==> config.mk <==
export PLATFORM = sky130hd
export DESIGN_NAME = coarse_phase_top
export DESIGN_NICKNAME = d
export VERILOG_FILES = /design/src/coarse_phase_top.v
export VERILOG_INCLUDE_DIRS = /design/src
export SDC_FILE = /design/constraint.sdc
export NUM_CORES = 2
export LEC_CHECK = 0
export ABC_AREA = 1
export BUFFER_PORTS_ARGS = -buffer_cell sky130_fd_sc_hd__buf_4
export CAP_MARGIN = 10
export CORE_AREA = 4 4 313 315
export DETAILED_ROUTE_END_ITERATION = 8
export DIE_AREA = 0 0 317 319
export PLACE_DENSITY = 0.63
export SLEW_MARGIN = 20
export SYNTH_ARGS = -nofsm -noshare
export SYNTH_HDL_FRONTEND = slang
export SYNTH_HIERARCHICAL = 1
export SYNTH_SLANG_ARGS = --single-unit
==> constraint.sdc <==
create_clock -name pclk -period 8.4 [get_ports pclk]
set_clock_uncertainty 0.2 [all_clocks]
set_input_delay 1.26 -clock pclk [delete_from_list [all_inputs] [get_ports pclk]]
set_output_delay 1.26 -clock pclk [all_outputs]
set_load 0.01 [all_outputs]
==> src/coarse_phase_map.vh <==
// Functional notes
// - each output path has independent phase adjust
// - shift edges in whole source cycles
// - shortening clamps at two high, two low
// - one adjust spans 2^32 high plus low
// - positive lengthens, negative shortens, one period
// - symmetric duty splits adjust across both halves
// - programmed high time: adjust low part only
// - unlimited successive adjust requests accepted
// - each buffer differential or two single-ended
// - two-bit swing code 410 to 900 mV
// - three-bit common-mode code 0.9 to 2.3 V
// - single-ended emits two same clock copies
// - single-ended option inverts complement pin
// - single-ended five supplies, four impedances
// - 32-bit integer divider forms output clock
// - symmetric duty unless high count programmed
`ifndef COARSE_PHASE_MAP_VH
`define COARSE_PHASE_MAP_VH
// ****************************************************************
// register offsets inside one path window
// ****************************************************************
`define REG_DIV 3'h0
`define REG_HIGH 3'h1
`define REG_PHASE_LO 3'h2
`define REG_PHASE_HI 3'h3
`define REG_BUF 3'h4
`define REG_STATUS 3'h5
`define PATH_STRIDE_BIT 5
// ****************************************************************
// buffer config fields
// ****************************************************************
`define BUF_SINGLE_BIT 0
`define BUF_INVERT_BIT 1
`define BUF_SUPPLY_LSB 2
`define BUF_SUPPLY_MSB 4
`define BUF_SWING_LSB 5
`define BUF_SWING_MSB 6
`define BUF_CM_LSB 7
`define BUF_CM_MSB 9
`define BUF_IMP_LSB 10
`define BUF_IMP_MSB 11
`define BUF_ENABLE_BIT 12
`define BUF_WIDTH 13
// ****************************************************************
// reset values and limits
// ****************************************************************
`define DIV_RESET 32'h00000008
`define HIGH_RESET 32'h00000000
`define BUF_RESET 13'h0003
`define PHASE_LO_RESET 32'h00000000
`define PHASE_HI_RESET 2'h0
`define MIN_ADJ_PORTION 35'h000000002
`define MIN_PLAIN_PORTION 35'h000000001
`endif

==> src/coarse_phase_top.v <==
// Chosen here: register access over APB and the placing of the registers.
`timescale 1ns/1ns
`default_nettype none
`include "coarse_phase_map.vh"

// ****************************************************************
// one output path: divider, duty, coarse phase, pin drive
// ****************************************************************
module coarse_phase_path (
    input wire pclk,
    input wire presetn,
    input wire [31:0] div_ratio,
    input wire [31:0] high_count,
    input wire [33:0] adj_value,
    input wire adj_req,
    input wire single_ended,
    input wire invert_comp,
    input wire path_enable,
    output reg true_q,
    output reg comp_q,
    output reg pending_q,
    output reg clamped_q
);
    reg [34:0] cnt_q;
    reg [34:0] low_hold_q;
    reg [34:0] cnt_d;
    reg [34:0] low_hold_d;
    reg lvl_d;
    reg clamped_d;
    wire [31:0] base_high;
    wire [31:0] base_low;
    wire signed [34:0] adj_s;
    reg signed [34:0] adj_high;
    reg signed [34:0] adj_low;
    reg signed [34:0] want_high;
    reg signed [34:0] want_low;
    reg signed [34:0] min_part;
    reg signed [34:0] len_high;
    reg signed [34:0] len_low;
    reg clip_high;
    reg clip_low;
    wire at_boundary;
    wire take_adj;

    // one pclk cycle per source clock cycle
    assign base_high = (high_count != 32'h00000000) ? high_count :
                       {1'b0, div_ratio[31:1]};
    assign base_low = div_ratio - base_high;
    // sign extended 34-bit request covers 2^32 high plus 2^32 low
    assign adj_s = {adj_value[33], adj_value};
    assign at_boundary = !true_q && (cnt_q <= 35'h000000001);
    assign take_adj = at_boundary && pending_q && path_enable;

    // ************************************************************
    // adjust split between the two portions
    // ************************************************************
    // signed adj_s keeps the halving an arithmetic shift
    always @* begin
        adj_high = 35'sh000000000;
        adj_low = adj_s;
        // asymmetric pulse keeps its high time
        if (high_count == 32'h00000000) begin
            adj_high = adj_s >>> 1;
            adj_low = adj_s - adj_high;
        end
    end

    // ************************************************************
    // requested portions and the minimum-period floor
    // ************************************************************
    always @* begin
        want_high = $signed({3'b000, base_high});
        want_low = $signed({3'b000, base_low});
        min_part = $signed(`MIN_PLAIN_PORTION);
        if (take_adj) begin
            want_high = want_high + adj_high;
            want_low = want_low + adj_low;
            min_part = $signed(`MIN_ADJ_PORTION);
        end
        // clip truncates; nothing carried forward
        clip_high = want_high < min_part;
        clip_low = want_low < min_part;
        len_high = clip_high ? min_part : want_high;
        len_low = clip_low ? min_part : want_low;
    end

    // ************************************************************
    // period counter
    // ************************************************************
    always @* begin
        lvl_d = true_q;
        cnt_d = cnt_q;
        low_hold_d = low_hold_q;
        clamped_d = clamped_q;
        if (!path_enable) begin
            lvl_d = 1'b0;
            cnt_d = 35'h000000000;
        end else if (at_boundary) begin
            // period start loads both portions
            lvl_d = 1'b1;
            cnt_d = len_high;
            low_hold_d = len_low;
            if (take_adj) begin
                clamped_d = clip_high || clip_low;
            end
        end else if (true_q && cnt_q <= 35'h000000001) begin
            lvl_d = 1'b0;
            cnt_d = low_hold_q;
        end else begin
            cnt_d = cnt_q - 35'h000000001;
        end
    end

    // ************************************************************
    // pin registers and request flag
    // ************************************************************
    always @(posedge pclk or negedge presetn) begin
        if (!presetn) begin
            true_q <= 1'b0;
            comp_q <= 1'b1;
            cnt_q <= 35'h000000000;
            low_hold_q <= 35'h000000000;
            pending_q <= 1'b0;
            clamped_q <= 1'b0;
        end else begin
            true_q <= lvl_d;
            // single-ended: same clock on both pins unless inversion chosen; differential: complement
            if (single_ended) begin
                comp_q <= invert_comp ? ~lvl_d : lvl_d;
            end else begin
                comp_q <= ~lvl_d;
            end
            cnt_q <= cnt_d;
            low_hold_q <= low_hold_d;
            clamped_q <= clamped_d;
            // a new request beats the take in the same cycle
            if (adj_req) begin
                pending_q <= 1'b1;
            end else if (take_adj) begin
                pending_q <= 1'b0;
            end
        end
    end
endmodule

// ****************************************************************
// dual output stage with apb register file
// ****************************************************************
module coarse_phase_top (
    input wire pclk,
    input wire presetn,
    input wire psel,
    input wire penable,
    input wire pwrite,
    input wire [11:0] paddr,
    input wire [31:0] pwdata,
    output reg [31:0] prdata,
    output reg pready,
    output reg pslverr,
    output wire true_output_pin_0,
    output wire complement_output_pin_0,
    output wire true_output_pin_1,
    output wire complement_output_pin_1,
    output wire single_ended_0,
    output wire single_ended_1,
    output wire output_enable_0,
    output wire output_enable_1,
    output wire [2:0] supply_range_code_0,
    output wire [2:0] supply_range_code_1,
    output wire [1:0] swing_code_0,
    output wire [1:0] swing_code_1,
    output wire [2:0] common_mode_code_0,
    output wire [2:0] common_mode_code_1,
    output wire [1:0] impedance_code_0,
    output wire [1:0] impedance_code_1
);
    reg [31:0] div_q [0:1];
    reg [31:0] high_q [0:1];
    reg [31:0] phase_lo_q [0:1];
    reg [1:0] phase_hi_q [0:1];
    reg [`BUF_WIDTH-1:0] buf_q [0:1];
    reg [1:0] adj_req_q;
    reg [31:0] rdata_d;
    reg mapped_d;
    wire [1:0] pin_true;
    wire [1:0] pin_comp;
    wire [1:0] pending;
    wire [1:0] clamped;
    wire path_sel;
    wire [2:0] reg_sel;
    wire setup_phase;
    wire wr_take;
    integer i;

    assign path_sel = paddr[`PATH_STRIDE_BIT];
    assign reg_sel = paddr[4:2];
    assign setup_phase = psel && !penable;
    assign wr_take = psel && penable && pready && pwrite && !pslverr;

    // ************************************************************
    // read mux and address decode
    // ************************************************************
    always @* begin
        rdata_d = 32'h00000000;
        mapped_d = (paddr[11:6] == 6'h00) && (paddr[1:0] == 2'h0) &&
                   (reg_sel <= `REG_STATUS);
        case (reg_sel)
            `REG_DIV: begin
                rdata_d = div_q[path_sel];
            end
            `REG_HIGH: begin
                rdata_d = high_q[path_sel];
            end
            `REG_PHASE_LO: begin
                rdata_d = phase_lo_q[path_sel];
            end
            `REG_PHASE_HI: begin
                rdata_d = {30'h00000000, phase_hi_q[path_sel]};
            end
            `REG_BUF: begin
                rdata_d = {19'h00000, buf_q[path_sel]};
            end
            `REG_STATUS: begin
                rdata_d = {29'h00000000, clamped[path_sel],
                           pin_true[path_sel], pending[path_sel]};
            end
            default: begin
                rdata_d = 32'h00000000;
            end
        endcase
        if (!mapped_d) begin
            rdata_d = 32'h00000000;
        end
    end

    // answer one cycle after setup, never stalls longer
    always @(posedge pclk or negedge presetn) begin
        if (!presetn) begin
            prdata <= 32'h00000000;
            pready <= 1'b0;
            pslverr <= 1'b0;
        end else begin
            pready <= setup_phase;
            if (setup_phase) begin
                prdata <= rdata_d;
                pslverr <= !mapped_d;
            end else begin
                pslverr <= 1'b0;
            end
        end
    end

    // ************************************************************
    // register writes; each path has its own copy
    // ************************************************************
    always @(posedge pclk or negedge presetn) begin
        if (!presetn) begin
            for (i = 0; i < 2; i = i + 1) begin
                div_q[i] <= `DIV_RESET;
                high_q[i] <= `HIGH_RESET;
                phase_lo_q[i] <= `PHASE_LO_RESET;
                phase_hi_q[i] <= `PHASE_HI_RESET;
                buf_q[i] <= `BUF_RESET;
            end
            adj_req_q <= 2'b00;
        end else begin
            adj_req_q <= 2'b00;
            if (wr_take) begin
                case (reg_sel)
                    `REG_DIV: begin
                        div_q[path_sel] <= pwdata;
                    end
                    `REG_HIGH: begin
                        high_q[path_sel] <= pwdata;
                    end
                    `REG_PHASE_LO: begin
                        // low word write fires the request
                        phase_lo_q[path_sel] <= pwdata;
                        adj_req_q[path_sel] <= 1'b1;
                    end
                    `REG_PHASE_HI: begin
                        phase_hi_q[path_sel] <= pwdata[1:0];
                    end
                    `REG_BUF: begin
                        buf_q[path_sel] <= pwdata[`BUF_WIDTH-1:0];
                    end
                    `REG_STATUS: begin
                        // read-only; a write changes nothing
                        adj_req_q <= 2'b00;
                    end
                    default: begin
                        adj_req_q <= 2'b00;
                    end
                endcase
            end
        end
    end

    // ************************************************************
    // two independent paths
    // ************************************************************
    genvar g;
    generate
        for (g = 0; g < 2; g = g + 1) begin : path
            coarse_phase_path u_path (
                .pclk(pclk),
                .presetn(presetn),
                .div_ratio(div_q[g]),
                .high_count(high_q[g]),
                .adj_value({phase_hi_q[g], phase_lo_q[g]}),
                .adj_req(adj_req_q[g]),
                .single_ended(buf_q[g][`BUF_SINGLE_BIT]),
                .invert_comp(buf_q[g][`BUF_INVERT_BIT]),
                .path_enable(buf_q[g][`BUF_ENABLE_BIT]),
                .true_q(pin_true[g]),
                .comp_q(pin_comp[g]),
                .pending_q(pending[g]),
                .clamped_q(clamped[g])
            );
        end
    endgenerate

    assign true_output_pin_0 = pin_true[0];
    assign complement_output_pin_0 = pin_comp[0];
    assign true_output_pin_1 = pin_true[1];
    assign complement_output_pin_1 = pin_comp[1];
    assign single_ended_0 = buf_q[0][`BUF_SINGLE_BIT];
    assign single_ended_1 = buf_q[1][`BUF_SINGLE_BIT];
    assign output_enable_0 = buf_q[0][`BUF_ENABLE_BIT];
    assign output_enable_1 = buf_q[1][`BUF_ENABLE_BIT];
    // supply code: five single-ended levels, three differential
    assign supply_range_code_0 = buf_q[0][`BUF_SUPPLY_MSB:`BUF_SUPPLY_LSB];
    assign supply_range_code_1 = buf_q[1][`BUF_SUPPLY_MSB:`BUF_SUPPLY_LSB];
    // swing 00 410mV, 01 600mV, 10 750mV, 11 900mV
    assign swing_code_0 = buf_q[0][`BUF_SWING_MSB:`BUF_SWING_LSB];
    assign swing_code_1 = buf_q[1][`BUF_SWING_MSB:`BUF_SWING_LSB];
    // crossing 0.9V plus 0.2V per code step
    assign common_mode_code_0 = buf_q[0][`BUF_CM_MSB:`BUF_CM_LSB];
    assign common_mode_code_1 = buf_q[1][`BUF_CM_MSB:`BUF_CM_LSB];
    assign impedance_code_0 = buf_q[0][`BUF_IMP_MSB:`BUF_IMP_LSB];
    assign impedance_code_1 = buf_q[1][`BUF_IMP_MSB:`BUF_IMP_LSB];
endmodule
`default_nettype wire

==> impl_results.md <==
- Endpoints failing setup: 0
- All-Layer GR Usage: 0.259
- Skew-Pair Late Insertion Delay: 0.63 ns
- Hold Path Class: reg2reg
- Predominant post-synthesis flop cell: dfrtp_1
- CP arrival: 8.14 ns
- H-tree levels: 2
- Most frequent cells in the layout: nand2_1 (1876), inv_1 (612), o21ai_0 (588)
- Core ar.: 94900 um2
- CP max stage cell: dfrtp_1
- Synth area leader: dfrtp_1
- Slowest stage delay, CP: 0.41 ns
- CP Capture Type: flop
- Leakage power: 22.1 nW
- Final hold vios: 0
- Netlist cell types: 74
- Total CTS buffers: 48
- Most common cell after layout, fill and taps aside: nand2_1
- Ys Warns: 6
- DR iter-0 viols: 3219
- Cell mode on critical path: nand2_1
- DIE HEIGHT: 319 um
- Die Wd: 317 um
- Post-route ant nets: 0
- First-pass GRT wire length: 208000 um
- Design Power: 0.0121 W
- Sequential cell area fraction in the yosys report: 0.268
- Number of synthesized register bits: 406
- CP startpoint kind: flop
- Pwr Density: 293 nW/um2
- Max cap viols: 0
- Detailed Routing Iterations Pass 1: 6
- Number of fill cells: 10100
- Vias per cell: 5.38
- Synth top area cells: dfrtp_1 (26%), nand2_1 (19%), o21ai_0 (7.8%)
- Period utilization: 0.932
- Initial antenna violation count: 2
- Slew Limit Fails: 0
- WL per Instance: 18.6 um
- Vias: 39000
- # hold bufs at CTS: 0
- Residual DRC: 0
- Post-Route WL: 135000 um
- Post-synthesis cell count: 5956
- Post-synth EDFFs: 0
- Worst-path fanout max: 79
- I/O pins: 111
- CTS clk-pin slew, worst paths: 0.06 ns
- Slew @ Worst Pin: 0.958 ns
- Avg Cell Area, Syn: 6.36 um2
- Die area: 101000 um2
- Placer Congestion: 0.938
- Peak supply drop: 0.365 mV
- Total global routing overflow: 0
- Fin area: 41300 um2
- Port Buffers: 110
- CTS tree: yes
- Layout cell share with drive strength beyond 1: 0.0737
- Relative slew slack: 0.360
- Max Freq: 0.128 GHz
- Req. time, crit path: 8.70 ns
- Number of global-route vias before repair: 36800
- Post-DP HPWL: 107000 um
- Worst Setup Path Type: reg2reg
- Nets: 6234
- Yosys top cell area share: 0.263
- Largest net degree at the start of global routing: 147
- Initial Util: 0.400
- Fin crit period: 7.83 ns
- Final hold slack: 0.243 ns
- Synthesis-to-finish area growth: 8.85%
- Post-synthesis async set-or-reset flop share: 1.00
- Post-Syn Area: 37900 um2
- Placed cell area: 39600 um2
- Max Buffers Root-to-Sink: 3
- Clk sinks: 406
- Mapped Nets: 6247
- Floorplan row count: 113
- Status: completed
- Clock root cell: clkbuf_16
registers in the layout (all words and copies together) (netlist names), 3 cells and up:
register / cells
common_mode_code_0: 3
common_mode_code_1: 3
div_q: 64
high_q: 64
path.u_path/cnt_q: 70
path.u_path/low_hold_q: 70
phase_hi_q: 4
phase_lo_q: 64
prdata: 32
supply_range_code_0: 3
supply_range_code_1: 3
synth_stat cells, types with 17 or more instances:
master	instances
nand2_1	1877
inv_1	615
o21ai_0	589
nor2_1	505
dfrtp_1	398
a21oi_1	394
nand3_1	296
ha_1	234
clkbuf_1	123
xor2_1	104
o21ai_1	99
xnor2_1	85
nand4_1	64
nand2_2	53
nor3_1	47
buf_2	43
or2_2	36
nand3_2	32
a31oi_1	31
buf_4	27
a21o_1	26
a22o_1	17
buf_1	17
nor2_2	17
o21bai_1	17
cell type report:
cell class | count | area (um2) | share of cell area
Clock inverter | 17 | 160 | 0.00388
Multi-Input combinational cell | 4709 | 24400 | 0.592
Sequential cell | 406 | 10200 | 0.246
Inverter | 625 | 2350 | 0.0571
Clock buffer | 70 | 1370 | 0.0331
Tap cell | 1265 | 1580 | 0.0384
Timing Repair Buffer | 151 | 1180 | 0.0286
Timing Repair inverter | 2 | 15.0 | 0.000364
Antenna cell | 2 | 5.00 | 0.000121
worst paths after layout:
| check | depth (start not counted) | slack, ns | start | end |
|---|---|---|---|---|
| worst max-delay path | 38 | 0.57 | high_q[59] | path[0].u_path/clamped_q |
| max in group asynchronous | 2 | 6.05 | presetn | path[1].u_path/low_hold_q[24] |
| min in group asynchronous | 1 | 0.53 | presetn | path[0].u_path/cnt_q[4] |
| worst max register to register | 38 | 0.57 | high_q[59] | path[0].u_path/clamped_q |
| worst min register to register | 1 | 0.24 | adj_req_q[0] | path[0].u_path/pending_q |
| worst min-delay path | 1 | 0.24 | adj_req_q[0] | path[0].u_path/pending_q |
worst max-delay path, delay by kind of cell, from the launching register on:
| family | cells | cell delay (ns) |
|---|---|---|
| AND/OR/NAND/NOR | 22 | 3.09 |
| buffers and inverters | 5 | 1.03 |
| flip-flops | 1 | 0.41 |
| AO/OA/AOI/OAI | 8 | 1.76 |
| adder cells (fa/ha/maj) | 3 | 1.15 |
per-stage QoR:
step,utilization,TNS (ns),cells,setup WS (ns)
after floorplan,-,0,5956,1.37
after CTS,0.434,0,7239,0.168
after global placement,0.418,0,7152,0.276
after global routing,0.435,-0.0317,7245,-0.0220
after detailed placement,0.418,0,7152,0.220
final,0.435,0,7247,0.568
kinds of logic after synthesis:
| family | after synthesis | share of synthesized area |
|---|---|---|
| XOR/XNOR | 189 | 0.0437 |
| AO/OA/AOI/OAI | 1269 | 0.181 |
| adder cells (fa/ha/maj) | 242 | 0.0815 |
| multiplexers | 1 | 0.000264 |
| buffers and inverters | 843 | 0.0891 |
| AND/OR/NAND/NOR | 3006 | 0.336 |
| flip-flops | 406 | 0.268 |
layer usage:
metal,track usage,part of all wire,up-vias
li1,-,-,19400
met1,0.362,0.46,18300
met2,0.424,0.46,1076
met3,0.0232,0.049,185
met4,0.0763,0.030,0
met5,0,0,-
what timing repair did:
| item | in CTS | in global routing |
|---|---|---|
| gates resized for setup | 0 | 11 |
| endpoints found under the setup margin | 0 | 44 |
| buffers inserted | 0 | 2 |
where the power goes:
group / leakage, nW / total, W / switching [W] / internal (W)
clock network: 0.739 / 0.00207 / 0.000885 / 0.00119
registers: 5.54 / 0.00235 / 0.000185 / 0.00216
logic: 15.8 / 0.00768 / 0.00510 / 0.00257
total: 22.1 / 0.0121 / 0.00617 / 0.00593
Note: power is estimated with default switching activity, not from simulation.
